**config.mk**
```make
export PLATFORM = sky130hd
export DESIGN_NAME = timer16_capture_compare_control
export DESIGN_NICKNAME = d
export VERILOG_FILES = /design/src/timer16_pkg.sv /design/src/timer16_capture_compare_control.sv
export SDC_FILE = /design/constraint.sdc
export NUM_CORES = 1
export LEC_CHECK = 0
export BUFFER_PORTS_ARGS = -buffer_cell sky130_fd_sc_hd__buf_2
export CAP_MARGIN = 20
export CORE_MARGIN = 5
export CORE_UTILIZATION = 38
export DETAILED_ROUTE_END_ITERATION = 7
export PLACE_DENSITY_LB_ADDON = 0.05
export SETUP_SLACK_MARGIN = 0.05
export SYNTH_ARGS = -nofsm -noshare
export SYNTH_HDL_FRONTEND = slang
export SYNTH_SLANG_ARGS = --single-unit
```
**constraint.sdc**
```tcl
create_clock -name clk -period 2.6 [get_ports clk]
set_clock_uncertainty 0.05 [all_clocks]
set_input_delay 0.13 -clock clk [delete_from_list [all_inputs] [get_ports clk]]
set_output_delay 0.13 -clock clk [all_outputs]
set_load 0.02 [all_outputs]
```
**src/timer16_pkg.sv**
```systemverilog
/*
 * Package for the 16-bit timer/event counter control block: register
 * addresses, bit positions, reset values, mode encodings and carrier structs.
 * Assumes a byte-wide register port with a full 16-bit address compare.
 */
package timer16_pkg;

  // ************************************************************
  // Register addresses
  // ************************************************************
  localparam logic [15:0] ADDR_CAPTURE_COMPARE_CONTROL = 16'hff6a;
  localparam logic [15:0] ADDR_TIMER_OUTPUT_CONTROL    = 16'hff6b;
  localparam logic [15:0] ADDR_TIMER_MODE_CONTROL      = 16'hff7e;
  localparam logic [15:0] ADDR_CAPCOMP_ZERO_LO         = 16'hff7a;
  localparam logic [15:0] ADDR_CAPCOMP_ZERO_HI         = 16'hff7b;
  localparam logic [15:0] ADDR_CAPCOMP_ONE_LO          = 16'hff7c;
  localparam logic [15:0] ADDR_CAPCOMP_ONE_HI          = 16'hff7d;
  localparam logic [15:0] ADDR_PRESCALER_EDGE_SELECT   = 16'hff7f;

  // ************************************************************
  // Reset values
  // ************************************************************
  localparam logic [7:0]  RESET_BYTE = 8'h00;
  localparam logic [15:0] RESET_WORD = 16'h0000;
  localparam logic [15:0] COUNT_MAX  = 16'hffff;

  // ************************************************************
  // Bit positions
  // ************************************************************
  // Mode register
  localparam int MODE_OVERFLOW_BIT  = 0;
  localparam int MODE_INVERT_SRC    = 1;
  localparam int MODE_RUN_LO        = 2;
  localparam int MODE_RUN_HI        = 3;
  // Capture/compare control
  localparam int CC_ZERO_ROLE       = 0;
  localparam int CC_CAPTURE_SRC     = 1;
  localparam int CC_ONE_ROLE        = 2;
  // Output control
  localparam int OC_OUTPUT_ENABLE   = 0;
  localparam int OC_INVERT_ZERO     = 1;
  localparam int OC_LEVEL_RESET     = 2;
  localparam int OC_LEVEL_SET       = 3;
  localparam int OC_INVERT_ONE      = 4;
  localparam int OC_ONESHOT_MODE    = 5;
  localparam int OC_ONESHOT_TRIGGER = 6;
  // Edge select
  localparam int EDGE_A_LO          = 4;
  localparam int EDGE_A_HI          = 5;
  localparam int EDGE_B_LO          = 6;
  localparam int EDGE_B_HI          = 7;

  // Writable masks (bits outside each mask read as zero)
  localparam logic [7:0] MODE_WMASK = 8'h0f;
  localparam logic [7:0] CC_WMASK   = 8'h07;
  localparam logic [7:0] OC_RMASK   = 8'h33;
  localparam logic [7:0] EDGE_WMASK = 8'hf3;

  // ************************************************************
  // Encodings
  // ************************************************************
  typedef enum logic [1:0] {
    RUN_STOP       = 2'b00,
    RUN_FREE       = 2'b01,
    RUN_EDGE_CLEAR = 2'b10,
    RUN_MATCH_CLR  = 2'b11
  } run_mode_t;

  localparam logic [1:0] EDGE_FALL = 2'b00;
  localparam logic [1:0] EDGE_RISE = 2'b01;
  localparam logic [1:0] EDGE_BOTH = 2'b11;

  // Register port request
  typedef struct packed {
    logic        wr;
    logic        rd;
    logic [15:0] addr;
    logic [7:0]  wdata;
  } reg_req_t;

  // Pin-side events seen in one cycle
  typedef struct packed {
    logic a_valid;
    logic a_reverse;
    logic b_valid;
  } pin_event_t;

endpackage

```
**src/timer16_capture_compare_control.sv**
```systemverilog
/*
 * 16-bit timer/event counter with two capture/compare registers, one
 * toggling output and the three control registers that steer them.
 * Assumes a byte register port on the processor side, pins already
 * synchronous to clk, and a count clock equal to clk.
 *
 * The count clock prescaler is not modelled: the counter advances on
 * every clk edge while any running mode is selected. Software is trusted
 * to stop the timer before it rewrites control fields; nothing here
 * blocks such a write, so a mid-run change takes effect at once.
 */
// Overview of operation
// - Nonzero run field starts counter, zero stops
// - Stopped: counter cleared, output held, no irqs
// - Match irq zero and one on compares
// - Mode 10 clears counter on input-a edge
// - Mode 11 clears on match zero; 01 free
// - Output inverts on matches, optionally input-a edge
// - Overflow flag on wrap with compare FFFF
// - Reset clears three control registers to 00
// - Register one role: 0 compare, 1 capture
// - Register zero role: 0 compare, 1 capture
// - Capture source: input b or reverse input a
// - No reverse-a capture when input a uses both edges
// - Writing one trigger bit fires one-shot
// - Pulse mode: 0 successive, 1 one-shot
// - Separate enables for inversion per match
// - Level field forces output; 11 forbidden
// - Output disable holds pin low
// - Input-a edge select: 00 fall, 01 rise, 11 both
// - Trigger bit self-clears, reads zero
// - Level bits read zero
// - One-shot trigger resets counter to 0000
`timescale 1ns/1ps

module timer16_capture_compare_control
  import timer16_pkg::*;
(
  input  wire logic        clk,
  input  wire logic        srst,
  input  wire reg_req_t    reg_req,
  output logic      [7:0]  reg_rdata,
  input  wire logic        timer_in_a,
  input  wire logic        timer_in_b,
  output logic             timer_out_pin,
  output logic             match_irq_zero,
  output logic             match_irq_one
);

  // ************************************************************
  // Register state
  // ************************************************************
  logic [7:0]  timer_mode_control;
  logic [7:0]  capture_compare_control;
  logic [7:0]  timer_output_control;
  logic [7:0]  prescaler_edge_select;
  logic [15:0] up_counter;
  logic [15:0] capcomp_zero;
  logic [15:0] capcomp_one;
  logic        out_ff;
  logic        in_a_prev;
  logic        in_b_prev;
  logic        overflow_flag;

  // ************************************************************
  // Decoded controls
  // ************************************************************
  run_mode_t  run_mode;
  logic       running;
  logic       invert_source_sel;
  logic       reg_zero_role;
  logic       reg_one_role;
  logic       capture_source_sel;
  logic       oneshot_mode_sel;
  logic       invert_on_match_zero;
  logic       invert_on_match_one;
  logic       output_enable;
  logic [1:0] in_a_edge;
  logic [1:0] in_b_edge;
  pin_event_t pin_ev;
  logic       match_zero;
  logic       match_one;
  logic       sw_trigger;
  logic       wr_mode;
  logic       wr_cc;
  logic       wr_oc;
  logic       wrap;

  assign run_mode             = run_mode_t'(timer_mode_control[MODE_RUN_HI:MODE_RUN_LO]);
  assign running              = run_mode != RUN_STOP;
  assign invert_source_sel    = timer_mode_control[MODE_INVERT_SRC];
  assign reg_zero_role        = capture_compare_control[CC_ZERO_ROLE];
  assign reg_one_role         = capture_compare_control[CC_ONE_ROLE];
  assign capture_source_sel   = capture_compare_control[CC_CAPTURE_SRC];
  assign oneshot_mode_sel     = timer_output_control[OC_ONESHOT_MODE];
  assign invert_on_match_zero = timer_output_control[OC_INVERT_ZERO];
  assign invert_on_match_one  = timer_output_control[OC_INVERT_ONE];
  assign output_enable        = timer_output_control[OC_OUTPUT_ENABLE];
  assign in_a_edge            = prescaler_edge_select[EDGE_A_HI:EDGE_A_LO];
  assign in_b_edge            = prescaler_edge_select[EDGE_B_HI:EDGE_B_LO];

  assign wr_mode = reg_req.wr && reg_req.addr == ADDR_TIMER_MODE_CONTROL;
  assign wr_cc   = reg_req.wr && reg_req.addr == ADDR_CAPTURE_COMPARE_CONTROL;
  assign wr_oc   = reg_req.wr && reg_req.addr == ADDR_TIMER_OUTPUT_CONTROL;

  // Trigger acts only in one-shot mode; it is never stored
  assign sw_trigger = wr_oc && reg_req.wdata[OC_ONESHOT_TRIGGER] && oneshot_mode_sel;

  // ************************************************************
  // Pin edge detection
  // ************************************************************
  // Valid edge per the two-bit select; the reverse phase feeds capture.
  // Edges are found by comparing the pin with its last clk sample, so a
  // pulse must stand for at least one full clk to be seen at all.
  // The prohibited select 10 matches nothing, so a bad setting is
  // quiet instead of producing spurious clears or captures.
  // Both-edge select has no reverse phase, which is how the register zero capture from
  // the first input is suppressed in that setting.
  function automatic logic edge_hit(input logic [1:0] sel, input logic prev, input logic cur,
                                    input logic reverse);
    logic rise;
    logic fall;
    rise = !prev && cur;
    fall = prev && !cur;
    case (sel)
      EDGE_FALL: edge_hit = reverse ? rise : fall;
      EDGE_RISE: edge_hit = reverse ? fall : rise;
      EDGE_BOTH: edge_hit = reverse ? 1'b0 : (rise || fall);
      default:   edge_hit = 1'b0;
    endcase
  endfunction

  // Previous pin levels; stopped timer tracks pins so no stale edge fires at start
  always_ff @(posedge clk) begin
    if (srst) begin
      in_a_prev <= 1'b0;
      in_b_prev <= 1'b0;
    end else begin
      in_a_prev <= timer_in_a;
      in_b_prev <= timer_in_b;
    end
  end

  always_comb begin
    pin_ev.a_valid   = running && edge_hit(in_a_edge, in_a_prev, timer_in_a, 1'b0);
    pin_ev.a_reverse = running && edge_hit(in_a_edge, in_a_prev, timer_in_a, 1'b1);
    pin_ev.b_valid   = running && edge_hit(in_b_edge, in_b_prev, timer_in_b, 1'b0);
  end

  // ************************************************************
  // Compare matches
  // ************************************************************
  // Only registers in compare role raise matches, only while running.
  // The counter stays on a value for one clk when counting, so each
  // match lasts exactly one cycle; a compare value that the counter
  // never reaches simply never matches.
  // Wrap marks the last count before the natural roll-over.
  assign match_zero = running && !reg_zero_role && up_counter == capcomp_zero;
  assign match_one  = running && !reg_one_role && up_counter == capcomp_one;
  assign wrap       = running && up_counter == COUNT_MAX;

  // ************************************************************
  // Control registers
  // ************************************************************
  // Mode register; overflow bit is handled separately
  always_ff @(posedge clk) begin
    if (srst) begin
      timer_mode_control <= RESET_BYTE;
    end else if (wr_mode) begin
      timer_mode_control <= reg_req.wdata & MODE_WMASK & ~(8'h01 << MODE_OVERFLOW_BIT);
    end
  end

  always_ff @(posedge clk) begin
    if (srst) begin
      capture_compare_control <= RESET_BYTE;
    end else if (wr_cc) begin
      capture_compare_control <= reg_req.wdata & CC_WMASK;
    end
  end

  // Level and trigger bits are actions, never held, so they read zero
  always_ff @(posedge clk) begin
    if (srst) begin
      timer_output_control <= RESET_BYTE;
    end else if (wr_oc) begin
      timer_output_control <= reg_req.wdata & OC_RMASK;
    end
  end

  always_ff @(posedge clk) begin
    if (srst) begin
      prescaler_edge_select <= RESET_BYTE;
    end else if (reg_req.wr && reg_req.addr == ADDR_PRESCALER_EDGE_SELECT) begin
      prescaler_edge_select <= reg_req.wdata & EDGE_WMASK;
    end
  end

  // Overflow flag: hardware set wins over a same-cycle software clear
  always_ff @(posedge clk) begin
    if (srst) begin
      overflow_flag <= 1'b0;
    end else if (wrap && capcomp_zero == COUNT_MAX) begin
      overflow_flag <= 1'b1;
    end else if (wr_mode) begin
      overflow_flag <= reg_req.wdata[MODE_OVERFLOW_BIT];
    end
  end

  // ************************************************************
  // Counter
  // ************************************************************
  // Clears have priority over the increment.
  // Order of the clears: stop, software trigger, input edge, match.
  // A stopped counter is held at zero, so a restart always counts from
  // zero and the first match comes a fixed number of cycles later.
  // The trigger only reaches here in one-shot mode; elsewhere it is
  // dropped at the decode so a stray write cannot restart a period.
  always_ff @(posedge clk) begin
    if (srst) begin
      up_counter <= RESET_WORD;
    end else if (!running) begin
      up_counter <= RESET_WORD;
    end else if (sw_trigger) begin
      up_counter <= RESET_WORD;
    end else if (run_mode == RUN_EDGE_CLEAR && pin_ev.a_valid) begin
      up_counter <= RESET_WORD;
    end else if (run_mode == RUN_MATCH_CLR && match_zero) begin
      up_counter <= RESET_WORD;
    end else begin
      up_counter <= up_counter + 16'h0001;
    end
  end

  // ************************************************************
  // Capture/compare registers
  // ************************************************************
  // Software loads; capture wins when both land in one cycle.
  // Captures only happen while running because the pin events are
  // gated by the run state, so a stopped timer keeps its values.
  // Software loads are byte wide; the two halves may go in any order,
  // but a compare in between sees a half-written value.
  always_ff @(posedge clk) begin
    if (srst) begin
      capcomp_zero <= RESET_WORD;
    end else if (reg_zero_role && (capture_source_sel ? pin_ev.a_reverse : pin_ev.b_valid)) begin
      capcomp_zero <= up_counter;
    end else if (reg_req.wr && reg_req.addr == ADDR_CAPCOMP_ZERO_LO) begin
      capcomp_zero[7:0] <= reg_req.wdata;
    end else if (reg_req.wr && reg_req.addr == ADDR_CAPCOMP_ZERO_HI) begin
      capcomp_zero[15:8] <= reg_req.wdata;
    end
  end

  always_ff @(posedge clk) begin
    if (srst) begin
      capcomp_one <= RESET_WORD;
    end else if (reg_one_role && pin_ev.a_valid) begin
      capcomp_one <= up_counter;
    end else if (reg_req.wr && reg_req.addr == ADDR_CAPCOMP_ONE_LO) begin
      capcomp_one[7:0] <= reg_req.wdata;
    end else if (reg_req.wr && reg_req.addr == ADDR_CAPCOMP_ONE_HI) begin
      capcomp_one[15:8] <= reg_req.wdata;
    end
  end

  // ************************************************************
  // Output flip-flop
  // ************************************************************
  // Level forcing beats inversion; 11 is ignored as a safe reading of it.
  // The forcing comes straight from the write data, so the level bits
  // never need storage and always read back as zero.
  // Several inversion sources in one cycle still flip the flop once,
  // which keeps the duty cycle predictable when matches coincide.
  always_ff @(posedge clk) begin
    if (srst) begin
      out_ff <= 1'b0;
    end else if (wr_oc && reg_req.wdata[OC_LEVEL_RESET] && !reg_req.wdata[OC_LEVEL_SET]) begin
      out_ff <= 1'b0;
    end else if (wr_oc && reg_req.wdata[OC_LEVEL_SET] && !reg_req.wdata[OC_LEVEL_RESET]) begin
      out_ff <= 1'b1;
    end else if (running) begin
      // Simultaneous sources invert only once
      if ((match_zero && invert_on_match_zero) || (match_one && invert_on_match_one) ||
          (invert_source_sel && pin_ev.a_valid)) begin
        out_ff <= !out_ff;
      end
    end
  end

  // Pin is registered so it comes straight from a flop.
  // This costs one cycle of delay behind the output flip-flop, but it
  // keeps the pin free of glitches from the enable and level decode.
  always_ff @(posedge clk) begin
    if (srst) begin
      timer_out_pin <= 1'b0;
    end else begin
      timer_out_pin <= output_enable && out_ff;
    end
  end

  // ************************************************************
  // Interrupt pulses
  // ************************************************************
  // One-cycle pulses per match; silent while stopped.
  // Registered so that a downstream controller sees clean pulses one
  // cycle after the counter reaches the compare value.
  always_ff @(posedge clk) begin
    if (srst) begin
      match_irq_zero <= 1'b0;
      match_irq_one  <= 1'b0;
    end else begin
      match_irq_zero <= match_zero;
      match_irq_one  <= match_one;
    end
  end

  // ************************************************************
  // Read data
  // ************************************************************
  // Registered read; unmapped addresses read zero.
  // Data stands until the next read strobe, so a slow host may take it
  // any time later. The overflow flag lives apart from the mode byte
  // so that a hardware set and a software write can be ordered.
  always_ff @(posedge clk) begin
    if (srst) begin
      reg_rdata <= RESET_BYTE;
    end else if (reg_req.rd) begin
      case (reg_req.addr)
        ADDR_TIMER_MODE_CONTROL:      reg_rdata <= timer_mode_control | {7'h00, overflow_flag};
        ADDR_CAPTURE_COMPARE_CONTROL: reg_rdata <= capture_compare_control;
        ADDR_TIMER_OUTPUT_CONTROL:    reg_rdata <= timer_output_control;
        ADDR_PRESCALER_EDGE_SELECT:   reg_rdata <= prescaler_edge_select;
        ADDR_CAPCOMP_ZERO_LO:         reg_rdata <= capcomp_zero[7:0];
        ADDR_CAPCOMP_ZERO_HI:         reg_rdata <= capcomp_zero[15:8];
        ADDR_CAPCOMP_ONE_LO:          reg_rdata <= capcomp_one[7:0];
        ADDR_CAPCOMP_ONE_HI:          reg_rdata <= capcomp_one[15:8];
        default:                      reg_rdata <= RESET_BYTE;
      endcase
    end
  end

endmodule

```
Word-level counts from Yosys, hierarchy flattened:

Index checks and enable logic that the tools add are counted.

* logic and storage cells: 121
* register bits after elaboration: 79

* bitwise logic cells: 2
* reduce and logical (&&, ||, !) cells: 63
* equality and inequality tests: 20
* mux-type cells: 18
* add/sub/neg operators: 1

Operators by type and width (number)
* $eq 16x16->1 const B: 10
* $pmux 8 s8: 1
* $mux 8: 6
* $logic_and 1x1->1: 35
* $eq 16x16->1: 2
* $mux 16: 2
* $add 16x1->16 const B: 1
* $reduce_bool 2->1: 8
* $logic_not 1->1: 9
* $eq 2x2->1 const B: 4
* $mux 1: 6
* $pmux 1 s3: 2
* $reduce_and 2->1: 3
* $reduce_or 5->1: 1
* $eq 2x1->1 const B: 2
* $logic_not 2->1: 2
* $logic_or 1x1->1: 4
* $ne 2x2->1 const B: 2
* $or 4x1->4: 1
* $pmux 1 s2: 1
* $reduce_or 2->1: 1
* $not 1->1: 1

Logic depth before layout (Yosys ltp):

* word-level depth: 10
* mapped depth: 10
* gate-level depth less buffers: 8

Worst setup path before layout:

No wires, ideal clock.

* path kind: flip-flop to flip-flop
* start point: register up_counter[9]
* end point: register up_counter[0]
* slack: 636 ps
* path buffers: 2
* data arrival time: 1790 ps
* cell stages (with the launch flop): 9
* setup time: 124 ps
* path through: dfxtp_1 -> clkbuf_1 -> xor2_1 -> or3_1 -> nor4_1 -> nand4_1 -> nand3_2 -> buf_6 -> nor2_1

* cells in the longest elaborated chain, start to end: 4

RTL lines
* start: declaration: line timer16_capture_compare_control.sv:57 `logic [15:0] up_counter;`
* start signal: assignment: line timer16_capture_compare_control.sv:231 `up_counter <= up_counter + 16'h0001;`
* $eq 16x16->1: line timer16_capture_compare_control.sv:158 `assign match_zero = running && !reg_zero_role && up_counter == capcomp_zero;`
* $logic_and 1x1->1: line timer16_capture_compare_control.sv:158
* $logic_and 1x1->1: line timer16_capture_compare_control.sv:228 `end else if (run_mode == RUN_MATCH_CLR && match_zero) begin`
* $reduce_or 5->1 (no line)

Every way passes these cells.
A chain may end at the register's enable or synchronous reset.

Final worst setup path:

* start point: register up_counter[8]
* end point: register out_ff

* cells in the longest elaborated chain, start to end: 7
* elaborated cells between the ends (all ways): 10
* those cells by class: eq/ne (2); reduce/logical (8)

RTL lines
* $eq 16x16->1 (on tied branches): line timer16_capture_compare_control.sv:158, timer16_capture_compare_control.sv:159
* $logic_and 1x1->1 (on tied branches): line timer16_capture_compare_control.sv:158, timer16_capture_compare_control.sv:159
* $logic_and 1x1->1: line timer16_capture_compare_control.sv:284 `if ((match_zero && invert_on_match_zero) || (match_one && invert_on_match_one) ||`
* $logic_or 1x1->1 * (2 in a row): line timer16_capture_compare_control.sv:284
* $reduce_bool 2->1 (no line) *
* $reduce_and 2->1 (no line) *
* end signal: assignment: line timer16_capture_compare_control.sv:286 `out_ff <= !out_ff;`
* end: declaration: line timer16_capture_compare_control.sv:60 `logic out_ff;`

Every way passes the cells marked *; elsewhere a longest branch is shown, timed or not.

==> impl_metrics.toml <==
[flow_run]
max_cap_violations = 0

[logic_synthesis]
ys_types = 50
syn-num-nets = 549
synthFlopType = "dfxtp_1"
async_flop_share_pct = 0
yosysMostFrequentCell = "dfxtp_1"
synth_common_cells = "dfxtp_1 (79), nor2_1 (78), mux2i_1 (58), clkbuf_1 (34), a211oi_1 (32)"
yosysWarnings = 0
synth_area_per_cell_um2 = 8.603
synth-edff-count = 0
synth.largest_area_cell = "dfxtp_1"
yosysTopAreaCellShare_pct = 35.77
ys_seq_area_share_pct = 35.77
syn_area_um2 = 4422
synth_cells = 514
ys_ff_latch = 79
netlist_top_cells_area = "dfxtp_1 (36%), mux2i_1 (13%), nor2_1 (6.6%), a211oi_1 (5.4%), xnor2_1 (5.1%)"

[global_route]
antenna_found_initial = 0
grt_usage_pct = 20.40
grt_pass1_wl_um = 21980
overflow = 0
grt_max_degree = 36
grt_pass1_vias = 3641

[sta]
timing.fmax_ghz = 0.4488
finalSetupTns_ns = 0
rsz0062_at_grt = "no"
drv_slew = 0
worstMarginPinSlew_ns = 0.6465
setup_violations = 0
hold_viol_final = 0
slew-limit-headroom_pct = 56.57
finalCritPeriodShare_pct = 85.70
fin_crit_ns = 2.228
holdWs_ns = 0.05987

[power]
p_per_area_nw_per_um2 = 531.2
p_leak_nw = 2.141
ir_drop_mv = 0.4693

[critical_path]
crit_chain = "xnor2_1 > nand4_1 > or4_1 > nor4_1 > o211ai_1 > o41ai_1"
crit_type = "reg -> reg"
cp_max_fo = 6
timing.critical_path.max_delay_family = "simple AND/OR/NAND/NOR gates"
critPathMaxStageDelay_ns = 0.54
crit_buf_inv = 0
slowest_stage = "dfxtp_1"
crit_path_start_kind = "flop"
critPathCaptureType = "flop"
required_ns = 2.79
crit_arrival_ns = 2.42

[clocking]
ctsLongestPathBuffers = 2
numCtsBuffers = 9
cts.reportedPaths.clkPinSlew_ns = 0.06
cts_setup_buffers = 0
htreeDepth = 3
cts.sinks = 79
cts_tree = "done"
clkLatencyLatePin_ns = 0.34
root_buffer = "clkbuf_16"

[die]
core_um2 = 11420
rows = 39
die_area_um2 = 13890
initial_core_util_pct = 38.72
fp.dieW_um = 117.9
ios = 41
chipHeight_um = 117.9

[layout]
drive_above_1_share_pct = 16.30
antenna_cells = 0
nNetsFinal = 582
synthToLayoutAreaGrowth_pct = 16.16

[drt]
totalWireLength_um = 13950
antenna_left = 0
vias = 3763
drtIter0Drc = 259
vias_per_cell = 5.414
dr.pass1.iters = 5
drc_errors = 0
wl_per_cell_um = 20.06

[outcome]
run_status = "completed"

[placement]
portBuffers = 40
place_congestion = 0.8483
dp_hpwl_um = 10200

[hold_path]
hold_path_class = "in -> reg"
-- what timing repair did --
item / 4_1_cts / 5_1_grt
endpoints found under the setup margin: 0 / 16
hold buffers: 2 / 0
gates resized for setup: 0 / 1
endpoints found under the hold margin: 2 / 0
-- kinds of logic (layout without fill, tap and decap cells) --
| family | after synthesis | count (layout) | synth area share [%] |
|---|---|---|---|
| simple gates | 184 | 184 | 21.68 |
| compound gates | 84 | 84 | 12.68 |
| flops | 79 | 79 | 35.77 |
| mux | 60 | 60 | 14.15 |
| buf+inv | 55 | 93 | 5.008 |
| xor+xnor | 47 | 47 | 9.310 |
| fa+ha+maj | 5 | 5 | 1.415 |
-- metrics by stage --
stage	instances	setup WS (ns)	cell area, um^2	util, %	power (W)
6_report	695	0.3719	5136	44.98	0.002729
5_1_grt	695	0.1870	5136	44.98	0.002841
4_1_cts	695	0.2356	5134	44.96	0.002767
3_5_place_dp	677	0.3339	4790	41.95	0.001358
3_3_place_gp	677	0.3424	4790	41.95	0.001357
2_1_floorplan	514	0.6359	4422	-	0.001298
-- state kept, by name, indices dropped and copies added (netlist names) --
register,count
capcomp_one,16
capcomp_zero,16
up_counter,16
reg_rdata,8
prescaler_edge_select,6
timer_output_control,4
capture_compare_control,3
timer_mode_control,3
in_a_prev,1
in_b_prev,1
match_irq_one,1
match_irq_zero,1
out_ff,1
overflow_flag,1
timer_out_pin,1
-- per-layer routing --
metal  GRT usage [%]  share of wire (%)  wire (um)
met1           29.68                 49       6842
met2           30.16                 45       6294
met3           5.766                5.1        712
met4           4.014               0.70         97
met5               0                  0          0
-- worst register-to-register path: cells and delay by family, from the launching register on --
| kind | cells | cell delay [ns] |
|---|---|---|
| AO/OA/AOI/OAI | 2 | 0.22 |
| flip-flops | 1 | 0.54 |
| XOR/XNOR | 1 | 0.17 |
| AND/OR/NAND/NOR | 3 | 1.16 |
-- cells in the final DEF (no fill, tap or decap), drive strengths merged, types with 4 or more instances in the layout --
master,n
nor2,78
xnor2,26
a211oi,32
buf,61
nor3,9
o2bb2ai,7
and3,5
ha,5
nand4,14
nor2b,7
nand3,15
nand2b,4
or4,5
nand2,25
inv,14
mux2i,58
xor2,21
nor4,7
dfxtp,79
o21ai,19
clkbuf,11
a21oi,17
nand4b,4
-- cell type report --
class / count / area [um^2]
Fill cell: 1169 / 6282
Multi-Input combinational cell: 380 / 2621
Tap cell: 143 / 178.9
Sequential cell: 79 / 1582
Inverter: 14 / 52.55
Clock buffer: 11 / 242.7
Clock inverter: 5 / 81.33
Timing Repair Buffer: 63 / 377.9
-- report_power, final --
part           switching (W)  internal, W  total (W)
Combinational      0.0000825    0.0000391   0.000122
Clock               0.000527     0.000868    0.00139
Sequential       0.000000814      0.00121    0.00121
Total               0.000610      0.00212    0.00273
-- final timing paths --
| check | start | to | slack, ns | cells after the start |
|---|---|---|---|---|
| worst max-delay path | up_counter[8] | out_ff | 0.37 | 6 |
| worst min-delay path | reg_req[2] | timer_mode_control[2] | 0.06 | 3 |
| worst max register to register | up_counter[8] | out_ff | 0.37 | 6 |
| worst min register to register | reg_rdata[2] | reg_rdata[2] | 0.41 | 2 |
Power figures use the tool's default switching activity.
